==> config.mk <==
export PLATFORM = sky130hd
export DESIGN_NAME = bsd_top
export DESIGN_NICKNAME = d
export VERILOG_FILES = /design/src/design/bsd_pkg.sv /design/src/design/bsd_mck_gen.sv /design/src/design/bsd_top.sv
export SDC_FILE = /design/constraint.sdc
export NUM_CORES = 1
export LEC_CHECK = 0
export ABC_AREA = 1
export ABC_CLOCK_PERIOD_IN_PS = 8560
export BUFFER_PORTS_ARGS = -buffer_cell sky130_fd_sc_hd__buf_2
export CAP_MARGIN = 10
export CORE_MARGIN = 1
export CORE_UTILIZATION = 37
export DETAILED_ROUTE_END_ITERATION = 8
export SYNTH_ARGS = -nofsm -noshare
export SYNTH_HDL_FRONTEND = slang
export SYNTH_SLANG_ARGS = --single-unit
==> constraint.sdc <==
create_clock -name mclk -period 8.56 [get_ports mclk]
set_input_delay 1.712 -clock mclk [delete_from_list [all_inputs] [get_ports mclk]]
set_output_delay 1.712 -clock mclk [all_outputs]
set_load 0.01 [all_outputs]
==> src/design/bsd_pkg.sv <==
// shared constants, field layouts and carrier types of the bitstream detect / master clock block
package bsd_pkg;

  // ****************************************************************
  // timing
  // ****************************************************************
  localparam int BSD_CLK_HZ = 100_000_000;
  localparam int BSD_FS_MIN_HZ = 32000;
  localparam int BSD_FS_MAX_HZ = 192000;
  localparam int BSD_TOL_PCT = 3;
  // frame period window in mclk cycles, widened by the tolerance
  localparam int BSD_IV_MIN = (BSD_CLK_HZ / BSD_FS_MAX_HZ) * (100 - BSD_TOL_PCT) / 100;
  localparam int BSD_IV_MAX = ((BSD_CLK_HZ + BSD_FS_MIN_HZ - 1) / BSD_FS_MIN_HZ) * (100 + BSD_TOL_PCT) / 100;
  localparam int BSD_LOCK_MS = 20;
  localparam int BSD_LOCK_CYC = BSD_LOCK_MS * (BSD_CLK_HZ / 1000);
  localparam int BSD_LOCK_FRAMES = 4;
  localparam int BSD_FRAME_HOLD = 4096;

  // ****************************************************************
  // burst sync code
  // ****************************************************************
  localparam int BSD_ZERO_WORDS = 4;
  localparam logic [15:0] BSD_SYNC_PA = 16'hf872;
  localparam logic [15:0] BSD_SYNC_PB = 16'h4e1f;
  localparam logic [15:0] BSD_CDS_SYNC_A = 16'h7ffe;
  localparam logic [15:0] BSD_CDS_SYNC_B = 16'h8001;

  // ****************************************************************
  // sampling frequency codes and period thresholds (cycles)
  // ****************************************************************
  localparam logic [3:0] BSD_FS_441 = 4'h0;
  localparam logic [3:0] BSD_FS_RSVD = 4'h1;
  localparam logic [3:0] BSD_FS_48 = 4'h2;
  localparam logic [3:0] BSD_FS_32 = 4'h3;
  localparam logic [3:0] BSD_FS_882 = 4'h8;
  localparam logic [3:0] BSD_FS_96 = 4'ha;
  localparam logic [3:0] BSD_FS_1764 = 4'hc;
  localparam logic [3:0] BSD_FS_192 = 4'he;
  localparam logic [11:0] BSD_TH_192 = 12'h220;
  localparam logic [11:0] BSD_TH_1764 = 12'h324;
  localparam logic [11:0] BSD_TH_96 = 12'h440;
  localparam logic [11:0] BSD_TH_882 = 12'h648;
  localparam logic [11:0] BSD_TH_48 = 12'h87f;
  localparam logic [11:0] BSD_TH_441 = 12'ha88;
  localparam logic [3:0] BSD_XTAL_FS = BSD_FS_48;

  // nco increments for a 64fs output toggling at 128fs, per fs code
  localparam logic [31:0] BSD_INC_32 = 32'h0a7c5ac4;
  localparam logic [31:0] BSD_INC_441 = 32'h0e73604a;
  localparam logic [31:0] BSD_INC_48 = 32'h0fba8827;
  localparam logic [31:0] BSD_INC_882 = 32'h1ce6c094;
  localparam logic [31:0] BSD_INC_96 = 32'h1f75104d;
  localparam logic [31:0] BSD_INC_1764 = 32'h39cd8128;
  localparam logic [31:0] BSD_INC_192 = 32'h3eea209b;

  // ****************************************************************
  // clock operation modes
  // ****************************************************************
  localparam logic [1:0] BSD_CM_RECOV = 2'h0;
  localparam logic [1:0] BSD_CM_XTAL = 2'h1;
  localparam logic [1:0] BSD_CM_AUTO = 2'h2;
  localparam logic [1:0] BSD_CM_XTAL_MON = 2'h3;

  // ****************************************************************
  // register map
  // ****************************************************************
  localparam logic [7:0] BSD_REG_FLAGS = 8'h00;
  localparam logic [7:0] BSD_REG_PC = 8'h04;
  localparam logic [7:0] BSD_REG_PD = 8'h08;
  localparam logic [7:0] BSD_REG_CTRL = 8'h0c;
  localparam logic [7:0] BSD_REG_IRQ_ST = 8'h10;
  localparam logic [7:0] BSD_REG_IRQ_CLR = 8'h14;
  localparam logic [7:0] BSD_REG_IRQ_EN = 8'h18;
  localparam int BSD_FLG_NONPCM = 0;
  localparam int BSD_FLG_CDS = 1;
  localparam int BSD_FLG_LOCK = 2;
  localparam int BSD_FLG_XTAL = 3;
  localparam int BSD_FLG_FS = 4;
  localparam int BSD_CTRL_FS_CS = 0;
  localparam int BSD_EV_NONPCM = 0;
  localparam int BSD_EV_CDS = 1;
  localparam int BSD_EV_UNLOCK = 2;
  localparam int BSD_EV_FS = 3;
  localparam int BSD_EV_W = 4;
  localparam logic BSD_CTRL_RST = 1'b0;
  localparam logic [3:0] BSD_IRQ_EN_RST = 4'h0;

  // ****************************************************************
  // carriers
  // ****************************************************************
  typedef struct packed {
    logic valid;
    logic frame;
    logic [15:0] data;
  } bsd_rx_word_s;

  typedef struct packed {
    logic run;
    logic [3:0] fs_code;
    logic [1:0] sel;
  } bsd_mck_cfg_s;

endpackage

==> src/design/bsd_mck_gen.sv <==
// master clock output generator: two nco outputs at selected fs multiples
`timescale 1ns/1ps
`default_nettype none
module bsd_mck_gen
  import bsd_pkg::*;
(
  input wire logic mclk,
  input wire logic nrst,
  input wire bsd_mck_cfg_s cfg,
  output logic mck_a,
  output logic mck_b
);

  logic [31:0] acc_a_ff, acc_b_ff, nxt_acc_a, nxt_acc_b;
  logic mck_a_ff, mck_b_ff, nxt_mck_a, nxt_mck_b;
  logic [1:0] sh_a, sh_b;
  logic ok_a, ok_b;
  logic [32:0] sum_a, sum_b;

  // nco step for the 64fs rate of a given fs code
  function automatic logic [31:0] inc_of(input logic [3:0] fs);
    if (fs == BSD_FS_32) inc_of = BSD_INC_32;
    else if (fs == BSD_FS_441) inc_of = BSD_INC_441;
    else if (fs == BSD_FS_48) inc_of = BSD_INC_48;
    else if (fs == BSD_FS_882) inc_of = BSD_INC_882;
    else if (fs == BSD_FS_96) inc_of = BSD_INC_96;
    else if (fs == BSD_FS_1764) inc_of = BSD_INC_1764;
    else if (fs == BSD_FS_192) inc_of = BSD_INC_192;
    else inc_of = 32'h0;
  endfunction

  // a shift of 3 means 512fs, 2 means 256fs; 512fs is barred from 88.2 khz up, 256fs from 176.4 khz up
  function automatic logic rate_ok(input logic [1:0] sh, input logic [3:0] fs);
    rate_ok = !((sh == 2'h3) && fs[3]) && !((sh == 2'h2) && (fs[3:2] == 2'h3));
  endfunction

  // ****************************************************************
  // multiplier select and nco
  // ****************************************************************
  always_comb begin
    case (cfg.sel) // [RL10]
      2'h0: begin sh_a = 2'h2; sh_b = 2'h2; end
      2'h1: begin sh_a = 2'h2; sh_b = 2'h1; end
      2'h2: begin sh_a = 2'h3; sh_b = 2'h2; end
      default: begin sh_a = 2'h1; sh_b = 2'h0; end
    endcase
    ok_a = cfg.run && rate_ok(sh_a, cfg.fs_code); // [RL11]
    ok_b = cfg.run && rate_ok(sh_b, cfg.fs_code); // [RL11]
    sum_a = {1'b0, acc_a_ff} + {1'b0, inc_of(cfg.fs_code) << sh_a};
    sum_b = {1'b0, acc_b_ff} + {1'b0, inc_of(cfg.fs_code) << sh_b};
    // a barred or stopped output is parked low rather than run at a wrong rate
    nxt_acc_a = ok_a ? sum_a[31:0] : 32'h0;
    nxt_acc_b = ok_b ? sum_b[31:0] : 32'h0;
    nxt_mck_a = ok_a ? (mck_a_ff ^ sum_a[32]) : 1'b0;
    nxt_mck_b = ok_b ? (mck_b_ff ^ sum_b[32]) : 1'b0;
  end

  always_ff @(posedge mclk or negedge nrst) begin
    if (!nrst) begin
      acc_a_ff <= 32'h0;
      acc_b_ff <= 32'h0;
      mck_a_ff <= 1'b0;
      mck_b_ff <= 1'b0;
    end else begin
      acc_a_ff <= nxt_acc_a;
      acc_b_ff <= nxt_acc_b;
      mck_a_ff <= nxt_mck_a;
      mck_b_ff <= nxt_mck_b;
    end
  end

  assign mck_a = mck_a_ff;
  assign mck_b = mck_b_ff;
endmodule
`default_nettype wire

==> src/design/bsd_top.sv <==
// bitstream detection, lock / fs detection, clock source select and register file
// Summary of operation
// RL1 - the non-pcm flag sets when four zero words followed by f872 and 4e1f are seen in the data words.
// RL2 - once set, the non-pcm flag holds until 4096 consecutive frames pass with no further burst sync.
// RL3 - every burst sync capture stores the two words that follow it as the pc and pd preambles.
// RL4 - the cd surround flag sets when that bitstream's sync code is seen in the data words.
// RL5 - the cd surround flag clears after 4096 frames without a new sync and stays clear until the next one.
// RL6 - lock is declared on frame periods from 32 khz to 192 khz after a few frames, well inside 20 ms.
// RL7 - the fs code is taken from the measured frame period or from the channel status field.
// RL8 - a frame period that is out of range or differs from the last one by more than 1/32 of it drops lock.
// RL9 - both master clock outputs run from the selected source, recovered rate or crystal.
// RL10 - the two-bit output clock select picks 256/256, 256/128, 512/256 or 128/64 fs.
// RL11 - 512fs is never produced at 88.2 khz and above, 256fs never at 176.4 khz and above.
// RL12 - in the automatic mode the source falls back to the crystal while unlocked.
// RL13 - each hold-off frame counter restarts on every detection and reset clears both flags.
`timescale 1ns/1ps
`default_nettype none
module bsd_top
  import bsd_pkg::*;
#(
  parameter int FRAME_HOLD = BSD_FRAME_HOLD,
  parameter int LOCK_FRAMES = BSD_LOCK_FRAMES
) (
  input wire logic mclk,
  input wire logic nrst,
  input wire bsd_rx_word_s rx_word,
  input wire logic [3:0] cs_fs_code,
  input wire logic out_clock_sel_lo,
  input wire logic out_clock_sel_hi,
  input wire logic clock_op_mode_lo,
  input wire logic clock_op_mode_hi,
  input wire logic [7:0] reg_addr,
  input wire logic [31:0] reg_wdata,
  input wire logic reg_wr,
  input wire logic reg_rd,
  output logic [31:0] reg_rdata,
  output logic irq,
  output logic nonpcm_flag,
  output logic cd_surround_detected_flag,
  output logic pll_locked,
  output logic master_clock_out_a,
  output logic master_clock_out_b
);

  localparam int HW = $clog2(FRAME_HOLD);
  localparam logic [HW-1:0] HOLD_LAST = HW'(FRAME_HOLD - 1);
  localparam logic [11:0] IV_MIN = 12'(BSD_IV_MIN);
  localparam logic [11:0] IV_MAX = 12'(BSD_IV_MAX);
  localparam logic [2:0] GOOD_LAST = 3'(LOCK_FRAMES - 1);

  typedef enum logic [1:0] {BST_HUNT, BST_SYNC, BST_PC, BST_PD} bsd_bst_e;

  // ****************************************************************
  // pin synchronisers
  // ****************************************************************
  logic [3:0] pin_s1_ff, pin_s2_ff, nxt_pin_s1;
  logic [1:0] ocks, cmode;

  // mode straps are asynchronous pins; the first stage feeds only the second
  always_comb begin
    nxt_pin_s1 = {out_clock_sel_hi, out_clock_sel_lo, clock_op_mode_hi, clock_op_mode_lo};
  end

  always_ff @(posedge mclk or negedge nrst) begin
    if (!nrst) begin
      pin_s1_ff <= 4'h0;
      pin_s2_ff <= 4'h0;
    end else begin
      pin_s1_ff <= nxt_pin_s1;
      pin_s2_ff <= pin_s1_ff;
    end
  end

  assign ocks = pin_s2_ff[3:2];
  assign cmode = pin_s2_ff[1:0];

  // ****************************************************************
  // burst sync and cd surround sync search
  // ****************************************************************
  bsd_bst_e bst_st_ff, nxt_bst_st;
  logic [2:0] zcnt_ff, nxt_zcnt;
  logic [15:0] pc_ff, pd_ff, nxt_pc, nxt_pd, cds_prev_ff, nxt_cds_prev;
  logic bst_hit, cds_hit;

  always_comb begin
    nxt_bst_st = bst_st_ff;
    nxt_zcnt = zcnt_ff;
    nxt_pc = pc_ff;
    nxt_pd = pd_ff;
    nxt_cds_prev = cds_prev_ff;
    bst_hit = 1'b0;
    cds_hit = 1'b0;
    if (rx_word.valid) begin
      nxt_cds_prev = rx_word.data;
      cds_hit = (cds_prev_ff == BSD_CDS_SYNC_A) && (rx_word.data == BSD_CDS_SYNC_B); // [RL4]
      case (bst_st_ff)
        BST_HUNT: begin
          if (rx_word.data == 16'h0) begin
            nxt_zcnt = (zcnt_ff == 3'(BSD_ZERO_WORDS)) ? zcnt_ff : zcnt_ff + 3'h1;
          end else begin
            nxt_zcnt = 3'h0;
            if ((rx_word.data == BSD_SYNC_PA) && (zcnt_ff == 3'(BSD_ZERO_WORDS))) begin
              nxt_bst_st = BST_SYNC;
            end
          end
        end
        BST_SYNC: begin
          if (rx_word.data == BSD_SYNC_PB) begin
            nxt_bst_st = BST_PC;
            bst_hit = 1'b1; // [RL1]
          end else begin
            nxt_bst_st = BST_HUNT;
            nxt_zcnt = (rx_word.data == 16'h0) ? 3'h1 : 3'h0;
          end
        end
        BST_PC: begin
          nxt_pc = rx_word.data; // [RL3]
          nxt_bst_st = BST_PD;
        end
        default: begin
          nxt_pd = rx_word.data; // [RL3]
          nxt_bst_st = BST_HUNT;
        end
      endcase
    end
  end

  always_ff @(posedge mclk or negedge nrst) begin
    if (!nrst) begin
      bst_st_ff <= BST_HUNT;
      zcnt_ff <= 3'h0;
      pc_ff <= 16'h0;
      pd_ff <= 16'h0;
      cds_prev_ff <= 16'h0;
    end else begin
      bst_st_ff <= nxt_bst_st;
      zcnt_ff <= nxt_zcnt;
      pc_ff <= nxt_pc;
      pd_ff <= nxt_pd;
      cds_prev_ff <= nxt_cds_prev;
    end
  end

  // ****************************************************************
  // detection flags with frame hold-off
  // ****************************************************************
  logic np_ff, cd_ff, nxt_np, nxt_cd;
  logic [HW-1:0] np_cnt_ff, cd_cnt_ff, nxt_np_cnt, nxt_cd_cnt;
  logic frm;

  assign frm = rx_word.valid && rx_word.frame;

  always_comb begin
    nxt_np = np_ff;
    nxt_np_cnt = np_cnt_ff;
    nxt_cd = cd_ff;
    nxt_cd_cnt = cd_cnt_ff;
    // a fresh detection wins over an expiring count in the same cycle
    if (bst_hit) begin
      nxt_np = 1'b1; // [RL1]
      nxt_np_cnt = '0; // [RL13]
    end else if (frm && np_ff) begin
      nxt_np = (np_cnt_ff != HOLD_LAST); // [RL2]
      nxt_np_cnt = (np_cnt_ff == HOLD_LAST) ? '0 : np_cnt_ff + 1'b1;
    end
    if (cds_hit) begin
      nxt_cd = 1'b1; // [RL4]
      nxt_cd_cnt = '0; // [RL13]
    end else if (frm && cd_ff) begin
      nxt_cd = (cd_cnt_ff != HOLD_LAST); // [RL5]
      nxt_cd_cnt = (cd_cnt_ff == HOLD_LAST) ? '0 : cd_cnt_ff + 1'b1;
    end
  end

  always_ff @(posedge mclk or negedge nrst) begin
    if (!nrst) begin
      np_ff <= 1'b0; // [RL13]
      cd_ff <= 1'b0; // [RL13]
      np_cnt_ff <= '0;
      cd_cnt_ff <= '0;
    end else begin
      np_ff <= nxt_np;
      cd_ff <= nxt_cd;
      np_cnt_ff <= nxt_np_cnt;
      cd_cnt_ff <= nxt_cd_cnt;
    end
  end

  // ****************************************************************
  // frame period lock, fs measurement and clock source
  // ****************************************************************
  logic [11:0] iv_ff, prev_iv_ff, nxt_iv, nxt_prev_iv, iv_diff;
  logic [2:0] good_ff, nxt_good;
  logic lock_ff, nxt_lock, src_xtal_ff, nxt_src_xtal, iv_ok;
  logic [3:0] fs_meas_ff, nxt_fs_meas;
  logic [3:0] fs_rep_ff, nxt_fs_rep;
  bsd_mck_cfg_s mck_cfg_ff, nxt_mck_cfg;

  // nearest standard rate for a frame period in mclk cycles
  function automatic logic [3:0] fs_of_iv(input logic [11:0] iv);
    if (iv < BSD_TH_192) fs_of_iv = BSD_FS_192;
    else if (iv < BSD_TH_1764) fs_of_iv = BSD_FS_1764;
    else if (iv < BSD_TH_96) fs_of_iv = BSD_FS_96;
    else if (iv < BSD_TH_882) fs_of_iv = BSD_FS_882;
    else if (iv < BSD_TH_48) fs_of_iv = BSD_FS_48;
    else if (iv < BSD_TH_441) fs_of_iv = BSD_FS_441;
    else fs_of_iv = BSD_FS_32;
  endfunction

  always_comb begin
    iv_diff = (iv_ff > prev_iv_ff) ? iv_ff - prev_iv_ff : prev_iv_ff - iv_ff;
    iv_ok = (iv_ff >= IV_MIN) && (iv_ff <= IV_MAX) && (iv_diff <= (prev_iv_ff >> 5)); // [RL8]
    nxt_iv = (iv_ff > IV_MAX) ? iv_ff : iv_ff + 12'h1;
    nxt_prev_iv = prev_iv_ff;
    nxt_good = good_ff;
    nxt_lock = lock_ff;
    nxt_fs_meas = fs_meas_ff;
    if (frm) begin
      nxt_iv = 12'h1;
      nxt_prev_iv = iv_ff;
      if (iv_ok) begin
        nxt_good = (good_ff == GOOD_LAST) ? good_ff : good_ff + 3'h1;
        if (good_ff == GOOD_LAST) begin
          nxt_lock = 1'b1; // [RL6]
          nxt_fs_meas = fs_of_iv(iv_ff); // [RL7]
        end
      end else begin
        nxt_good = 3'h0;
        nxt_lock = 1'b0; // [RL8]
      end
    end else if (iv_ff > IV_MAX) begin
      // a missing frame pulse is an incorrect interval too
      nxt_good = 3'h0;
      nxt_lock = 1'b0; // [RL8]
    end
    case (cmode)
      BSD_CM_RECOV: nxt_src_xtal = 1'b0; // [RL9]
      BSD_CM_AUTO: nxt_src_xtal = !lock_ff; // [RL12]
      default: nxt_src_xtal = 1'b1; // [RL9]
    endcase
    nxt_mck_cfg.sel = ocks; // [RL10]
    nxt_mck_cfg.fs_code = src_xtal_ff ? BSD_XTAL_FS : fs_rep_ff; // [RL9]
    nxt_mck_cfg.run = src_xtal_ff || lock_ff;
  end

  always_ff @(posedge mclk or negedge nrst) begin
    if (!nrst) begin
      iv_ff <= 12'h0;
      prev_iv_ff <= 12'h0;
      good_ff <= 3'h0;
      lock_ff <= 1'b0;
      fs_meas_ff <= BSD_FS_RSVD;
      src_xtal_ff <= 1'b0;
      mck_cfg_ff <= '0;
    end else begin
      iv_ff <= nxt_iv;
      prev_iv_ff <= nxt_prev_iv;
      good_ff <= nxt_good;
      lock_ff <= nxt_lock;
      fs_meas_ff <= nxt_fs_meas;
      src_xtal_ff <= nxt_src_xtal;
      mck_cfg_ff <= nxt_mck_cfg;
    end
  end

  bsd_mck_gen u_mck (
    .mclk(mclk),
    .nrst(nrst),
    .cfg(mck_cfg_ff),
    .mck_a(master_clock_out_a),
    .mck_b(master_clock_out_b)
  );

  // ****************************************************************
  // register file and interrupt
  // ****************************************************************
  logic ctrl_ff, nxt_ctrl, irq_ff, nxt_irq, lock_d_ff;
  logic [BSD_EV_W-1:0] ist_ff, ien_ff, nxt_ist, nxt_ien, ev, clr;
  logic [31:0] rdata_ff, nxt_rdata;

  always_comb begin
    nxt_ctrl = ctrl_ff;
    nxt_ien = ien_ff;
    clr = '0;
    if (reg_wr) begin
      if (reg_addr == BSD_REG_CTRL) nxt_ctrl = reg_wdata[BSD_CTRL_FS_CS];
      else if (reg_addr == BSD_REG_IRQ_EN) nxt_ien = reg_wdata[BSD_EV_W-1:0];
      else if (reg_addr == BSD_REG_IRQ_CLR) clr = reg_wdata[BSD_EV_W-1:0];
    end
    nxt_fs_rep = ctrl_ff ? cs_fs_code : fs_meas_ff; // [RL7]
    ev = '0;
    ev[BSD_EV_NONPCM] = nxt_np && !np_ff;
    ev[BSD_EV_CDS] = nxt_cd && !cd_ff;
    ev[BSD_EV_UNLOCK] = lock_d_ff && !lock_ff;
    ev[BSD_EV_FS] = nxt_fs_rep != fs_rep_ff;
    // an event in the clearing cycle survives the clear
    nxt_ist = (ist_ff & ~clr) | ev;
    nxt_irq = |(nxt_ist & nxt_ien);
    nxt_rdata = 32'h0;
    if (reg_rd) begin
      if (reg_addr == BSD_REG_FLAGS) begin
        nxt_rdata[BSD_FLG_NONPCM] = np_ff;
        nxt_rdata[BSD_FLG_CDS] = cd_ff;
        nxt_rdata[BSD_FLG_LOCK] = lock_ff;
        nxt_rdata[BSD_FLG_XTAL] = src_xtal_ff;
        nxt_rdata[BSD_FLG_FS +: 4] = fs_rep_ff;
      end else if (reg_addr == BSD_REG_PC) nxt_rdata[15:0] = pc_ff; // [RL3]
      else if (reg_addr == BSD_REG_PD) nxt_rdata[15:0] = pd_ff; // [RL3]
      else if (reg_addr == BSD_REG_CTRL) nxt_rdata[BSD_CTRL_FS_CS] = ctrl_ff;
      else if (reg_addr == BSD_REG_IRQ_ST) nxt_rdata[BSD_EV_W-1:0] = ist_ff;
      else if (reg_addr == BSD_REG_IRQ_EN) nxt_rdata[BSD_EV_W-1:0] = ien_ff;
    end
  end

  always_ff @(posedge mclk or negedge nrst) begin
    if (!nrst) begin
      ctrl_ff <= BSD_CTRL_RST;
      ien_ff <= BSD_IRQ_EN_RST;
      ist_ff <= '0;
      irq_ff <= 1'b0;
      lock_d_ff <= 1'b0;
      fs_rep_ff <= BSD_FS_RSVD;
      rdata_ff <= 32'h0;
    end else begin
      ctrl_ff <= nxt_ctrl;
      ien_ff <= nxt_ien;
      ist_ff <= nxt_ist;
      irq_ff <= nxt_irq;
      lock_d_ff <= lock_ff;
      fs_rep_ff <= nxt_fs_rep;
      rdata_ff <= nxt_rdata;
    end
  end

  assign reg_rdata = rdata_ff;
  assign irq = irq_ff;
  assign nonpcm_flag = np_ff;
  assign cd_surround_detected_flag = cd_ff;
  assign pll_locked = lock_ff;
endmodule
`default_nettype wire

==> impl_metrics.env <==
export IMPL_gp_routability_congestion=0.950
export IMPL_share_of_final_layout_standard_cells_stronger_than_drive_strength_1_pct=6.82
export IMPL_antenna_violations_before_repair=0
export IMPL_timing_critical_path_slowest_cell_delay_ns=0.85
export IMPL_clk_latency_ns=0.57
export IMPL_fillCellCount=4175
export IMPL_critical_path_cell_count=18
export IMPL_max_clock_path_buffers=3
export IMPL_place_port_buffers=63
export IMPL_synth_area_mm2=0.0153
export IMPL_leakage_uw=0.00825
export IMPL_synth_edf_count=0
export IMPL_synth_avg_cell_area_um2=7.31
export IMPL_unrepaired_setup_endpoints_after_global_routing="no"
export IMPL_powerDensity_mw_per_mm2=298
export IMPL_worstSetupPathType="register to register"
export IMPL_cts_tree="done"
export IMPL_timing_final_hold_violations=0
export IMPL_share_of_the_clock_period_used_by_the_worst_path_pct=50.5
export IMPL_post_route_hold_slack_ns=0.347
export IMPL_timing_critical_path_to_type="register"
export IMPL_vdd_ir_drop_worst_mv=0.158
export IMPL_register_area_mm2=0.00561
export IMPL_fp_row_count=74
export IMPL_capture_point_of_the_worst_path="u_mck.acc_a_ff[24]$_DFF_PN0_"
export IMPL_grt_overflow=0
export IMPL_clock_sink_count=224
export IMPL_worst_ep_arrival_time_ns=4.74
export IMPL_first_global_vias=13400
export IMPL_cts_hold_repair_buffers=0
export IMPL_drt_pre_antenna_iters=5
export IMPL_htree_num_levels=1
export IMPL_outcome="complete, no violations"
export IMPL_drc=0
export IMPL_async_reset_ff_share_pct=100
export IMPL_aggregate_negative_setup_slack_ns=0
export IMPL_yosys_warnings=0
export IMPL_synthFlopType="dfrtp_1"
export IMPL_iteration_0_drc_count_of_the_detailed_router=1080
export IMPL_routed_wire_length_per_instance_um=15.6
export IMPL_post_layout_min_period_ns=4.32
export IMPL_ys_seq_elements=224
export IMPL_antenna_left=0
export IMPL_multi_input_comb_area_mm2=0.00836
export IMPL_yosys_cell_types_count=57
export IMPL_post_cts_resized=0
export IMPL_finalCoreUtilization_pct=41.8
export IMPL_r2r_cells=18
export IMPL_fmax_ghz=0.232
export IMPL_critical_path_slowest_cell="dfrtp_1"
export IMPL_setup_worst_path_start="mck_cfg_ff[1]$_DFF_PN0_"
export IMPL_critical_path_n_buffers_inverters=4
export IMPL_cts_buffers_inserted=27
export IMPL_number_of_setup_buffers_added_after_cts=0
export IMPL_reg2reg_from="mck_cfg_ff[1]$_DFF_PN0_"
export IMPL_critical_path_top_delay_family="buffers and inverters"
export IMPL_floorplan_initialDensity_pct=37.4
export IMPL_cp_cell_instances="inv_1, nor2_1, buf_4, inv_1, o221ai_1, ha_1, nand2_1, inv_1, a21oi_1, o21ai_1, nand2_1, nand2_1, nand2_1, nand2_1, nand2_1, nand3b_1, nand2_1, nor2_1"
export IMPL_floorplan_core_area_mm2=0.0407
export IMPL_crit_top_cell="nand2_1"
export IMPL_detailed_placer_s_ending_hpwl_mm=32.2
export IMPL_setup_reg_to_reg_worst_slack_ns=4.24
export IMPL_clock_skew_final_ns=0.0248
export IMPL_critPathLaunchType="register"
export IMPL_die_h_um=205
export IMPL_via_count=14300
export IMPL_critPathMaxFanout=25
export IMPL_dieArea_mm2=0.0420
export IMPL_synthCells=2087
export IMPL_global_route_wire_length_before_repair_mm=68.7
export IMPL_routed_wirelength_mm=42.2
export IMPL_critical_path_reg2reg_endpoint="u_mck.acc_a_ff[24]$_DFF_PN0_"
export IMPL_cap_viol_max_count=0
export IMPL_cp_required_ns=8.98
export IMPL_final_max_slew_violation_count=0
export IMPL_layout_area_overhead_vs_synth_pct=11.5
export IMPL_via_to_cell_ratio=5.28
export IMPL_synth_sequential_area_ratio_pct=36.8
export IMPL_clock_root_cell="clkbuf_16"
export IMPL_grt_start_max_net_pins=107
export IMPL_top_level_ports=108
export IMPL_max_slew_margin_vs_limit_pct=24.5
export IMPL_slew_at_the_pin_closest_to_its_max_slew_limit_ns=1.13
export IMPL_die_x_um=205
export IMPL_num_nets_final=2326
export IMPL_worstHoldPathType="register to register"
export IMPL_clk_transition_reported_paths_ns=0.06
export IMPL_globalRouteTotalUtil_pct=20.1
export IMPL_n_antenna_cell=0
export IMPL_setup_viol=0
## registers in the layout, summed over array words and instances (netlist names), 3 cells and up
| register | flops |
|---|---|
| u_mck.acc_a_ff | 32 |
| u_mck.acc_b_ff | 32 |
| cds_prev_ff | 16 |
| pc_ff | 16 |
| pd_ff | 16 |
| reg_rdata | 16 |
| cd_cnt_ff | 12 |
| iv_ff | 12 |
| np_cnt_ff | 12 |
| prev_iv_ff | 12 |
| mck_cfg_ff | 7 |
| fs_meas_ff | 4 |
| fs_rep_ff | 4 |
| ien_ff | 4 |
| ist_ff | 4 |
| pin_s1_ff | 4 |
| pin_s2_ff | 4 |
| good_ff | 3 |
| zcnt_ff | 3 |
## final cells by class
cell class,instances,share of cell area [%]
multi-input cells,1541,49.1
well taps,532,3.91
repair buffers,72,2.31
inverters,282,6.22
flip-flops and latches,224,33.0
clock inverters,16,1.15
clock buffers,34,4.30
## worst reg2reg max path, stage by stage (launching register included)
cell,delay (ns)
dfrtp_1,0.85
inv_1,0.62
nor2_1,0.23
buf_4,0.23
inv_1,0.20
o221ai_1,0.30
ha_1,0.33
nand2_1,0.09
inv_1,0.04
a21oi_1,0.37
o21ai_1,0.20
nand2_1,0.09
nand2_1,0.14
nand2_1,0.10
nand2_1,0.09
nand2_1,0.12
nand3b_1,0.08
nand2_1,0.07
nor2_1,0.04
## report_power, final
part           internal [uW]  total, uW  switching (uW)  leakage (uW)
registers               1250       1340            86.5       0.00289
clock network            727       1200             471      0.000468
logic                    898       2540            1640       0.00489
total                   2870       5070            2190       0.00825
## layout by cell type, fill, tap and decap left out, types with 17 or more instances in the layout
cell type  count
nor4_1        19
a21oi_1      183
clkbuf_16     27
buf_2         62
dfrtp_1      222
o21ai_0      178
nand4_1       33
nor3_1        50
inv_1        271
nor2_1       206
a221oi_1      26
nand3_1       97
ha_1         104
nand2_1      448
conb_1        17
## per-layer routing
metal	vias to the layer above	global-route usage [%]	wire length [um]	part of all wire, %
li1	7120	-	-	-
met1	6707	28.3	20000	47
met2	377	32.8	19500	46
met3	57	2.39	2020	4.8
met4	0	4.66	722	1.7
met5	-	0	0	0
## cell families after synthesis
logic type	count (synthesis)	share of synthesized area (%)
buf+inv	338	8.83
compound gates	498	18.6
xor+xnor	32	1.84
mux	2	0.131
flops	224	36.8
other cells	1	0.0246
simple gates	884	24.7
fa+ha+maj	108	9.06
## through the flow
step | cell area (um^2) | setup WS [ns] | power (uW) | std cells
after floorplan | 15300 | 5.14 | 3280 | 2103
after detailed placement | 16100 | 3.85 | 3860 | 2650
after CTS | 17000 | 3.78 | 5100 | 2700
final | 17000 | 4.24 | 5070 | 2701
after global placement | 16100 | 3.86 | 3820 | 2650
after global routing | 17000 | 4.01 | 5530 | 2701
## worst min-delay path by stage
stage / start / to / slack (ns) / cells after the start
6_report: pin_s1_ff[1]$_DFF_PN0_ / pin_s2_ff[1]$_DFF_PN0_ / 0.35 / 0
5_1_grt: pin_s1_ff[1]$_DFF_PN0_ / pin_s2_ff[1]$_DFF_PN0_ / 0.36 / 0
4_1_cts: pin_s1_ff[1]$_DFF_PN0_ / pin_s2_ff[1]$_DFF_PN0_ / 0.35 / 0
3_5_place_dp: pin_s1_ff[3]$_DFF_PN0_ / pin_s2_ff[3]$_DFF_PN0_ / 0.33 / 0
3_3_place_gp: pin_s1_ff[1]$_DFF_PN0_ / pin_s2_ff[1]$_DFF_PN0_ / 0.33 / 0
2_1_floorplan: pin_s2_ff[2]$_DFF_PN0_ / mck_cfg_ff[0]$_DFF_PN0_ / 0.33 / 0
## cell usage after synthesis (4+ instances only)
library cell / number / area (um^2)
nand2_1: 448 / 1680
o21ai_0: 178 / 891
o31ai_1: 5 / 37.5
clkbuf_1: 30 / 113
o21bai_1: 15 / 113
nor3_1: 50 / 250
inv_2: 7 / 26.3
nor2_1: 206 / 773
buf_4: 16 / 120
a21o_1: 10 / 75.1
xor2_1: 16 / 140
nand2_2: 5 / 31.3
o221ai_1: 10 / 87.6
fa_1: 4 / 80.1
inv_1: 271 / 1020
a21oi_1: 183 / 916
ha_1: 104 / 1300
o21ai_1: 10 / 50.1
clkinv_1: 4 / 15.0
xnor2_1: 16 / 140
nor4_1: 19 / 119
nor2_2: 6 / 37.5
a211oi_1: 4 / 30.0
dfrtp_1: 222 / 5560
nand3b_1: 4 / 30.0
nand3_1: 97 / 485
o21a_1: 9 / 67.6
a31oi_1: 8 / 50.1
buf_2: 8 / 40.0
o22ai_1: 13 / 81.3
nand4_1: 33 / 206
a21boi_0: 7 / 52.6
a221oi_1: 26 / 228
o211ai_1: 8 / 60.1
Note: power is estimated with default switching activity, not from simulation.
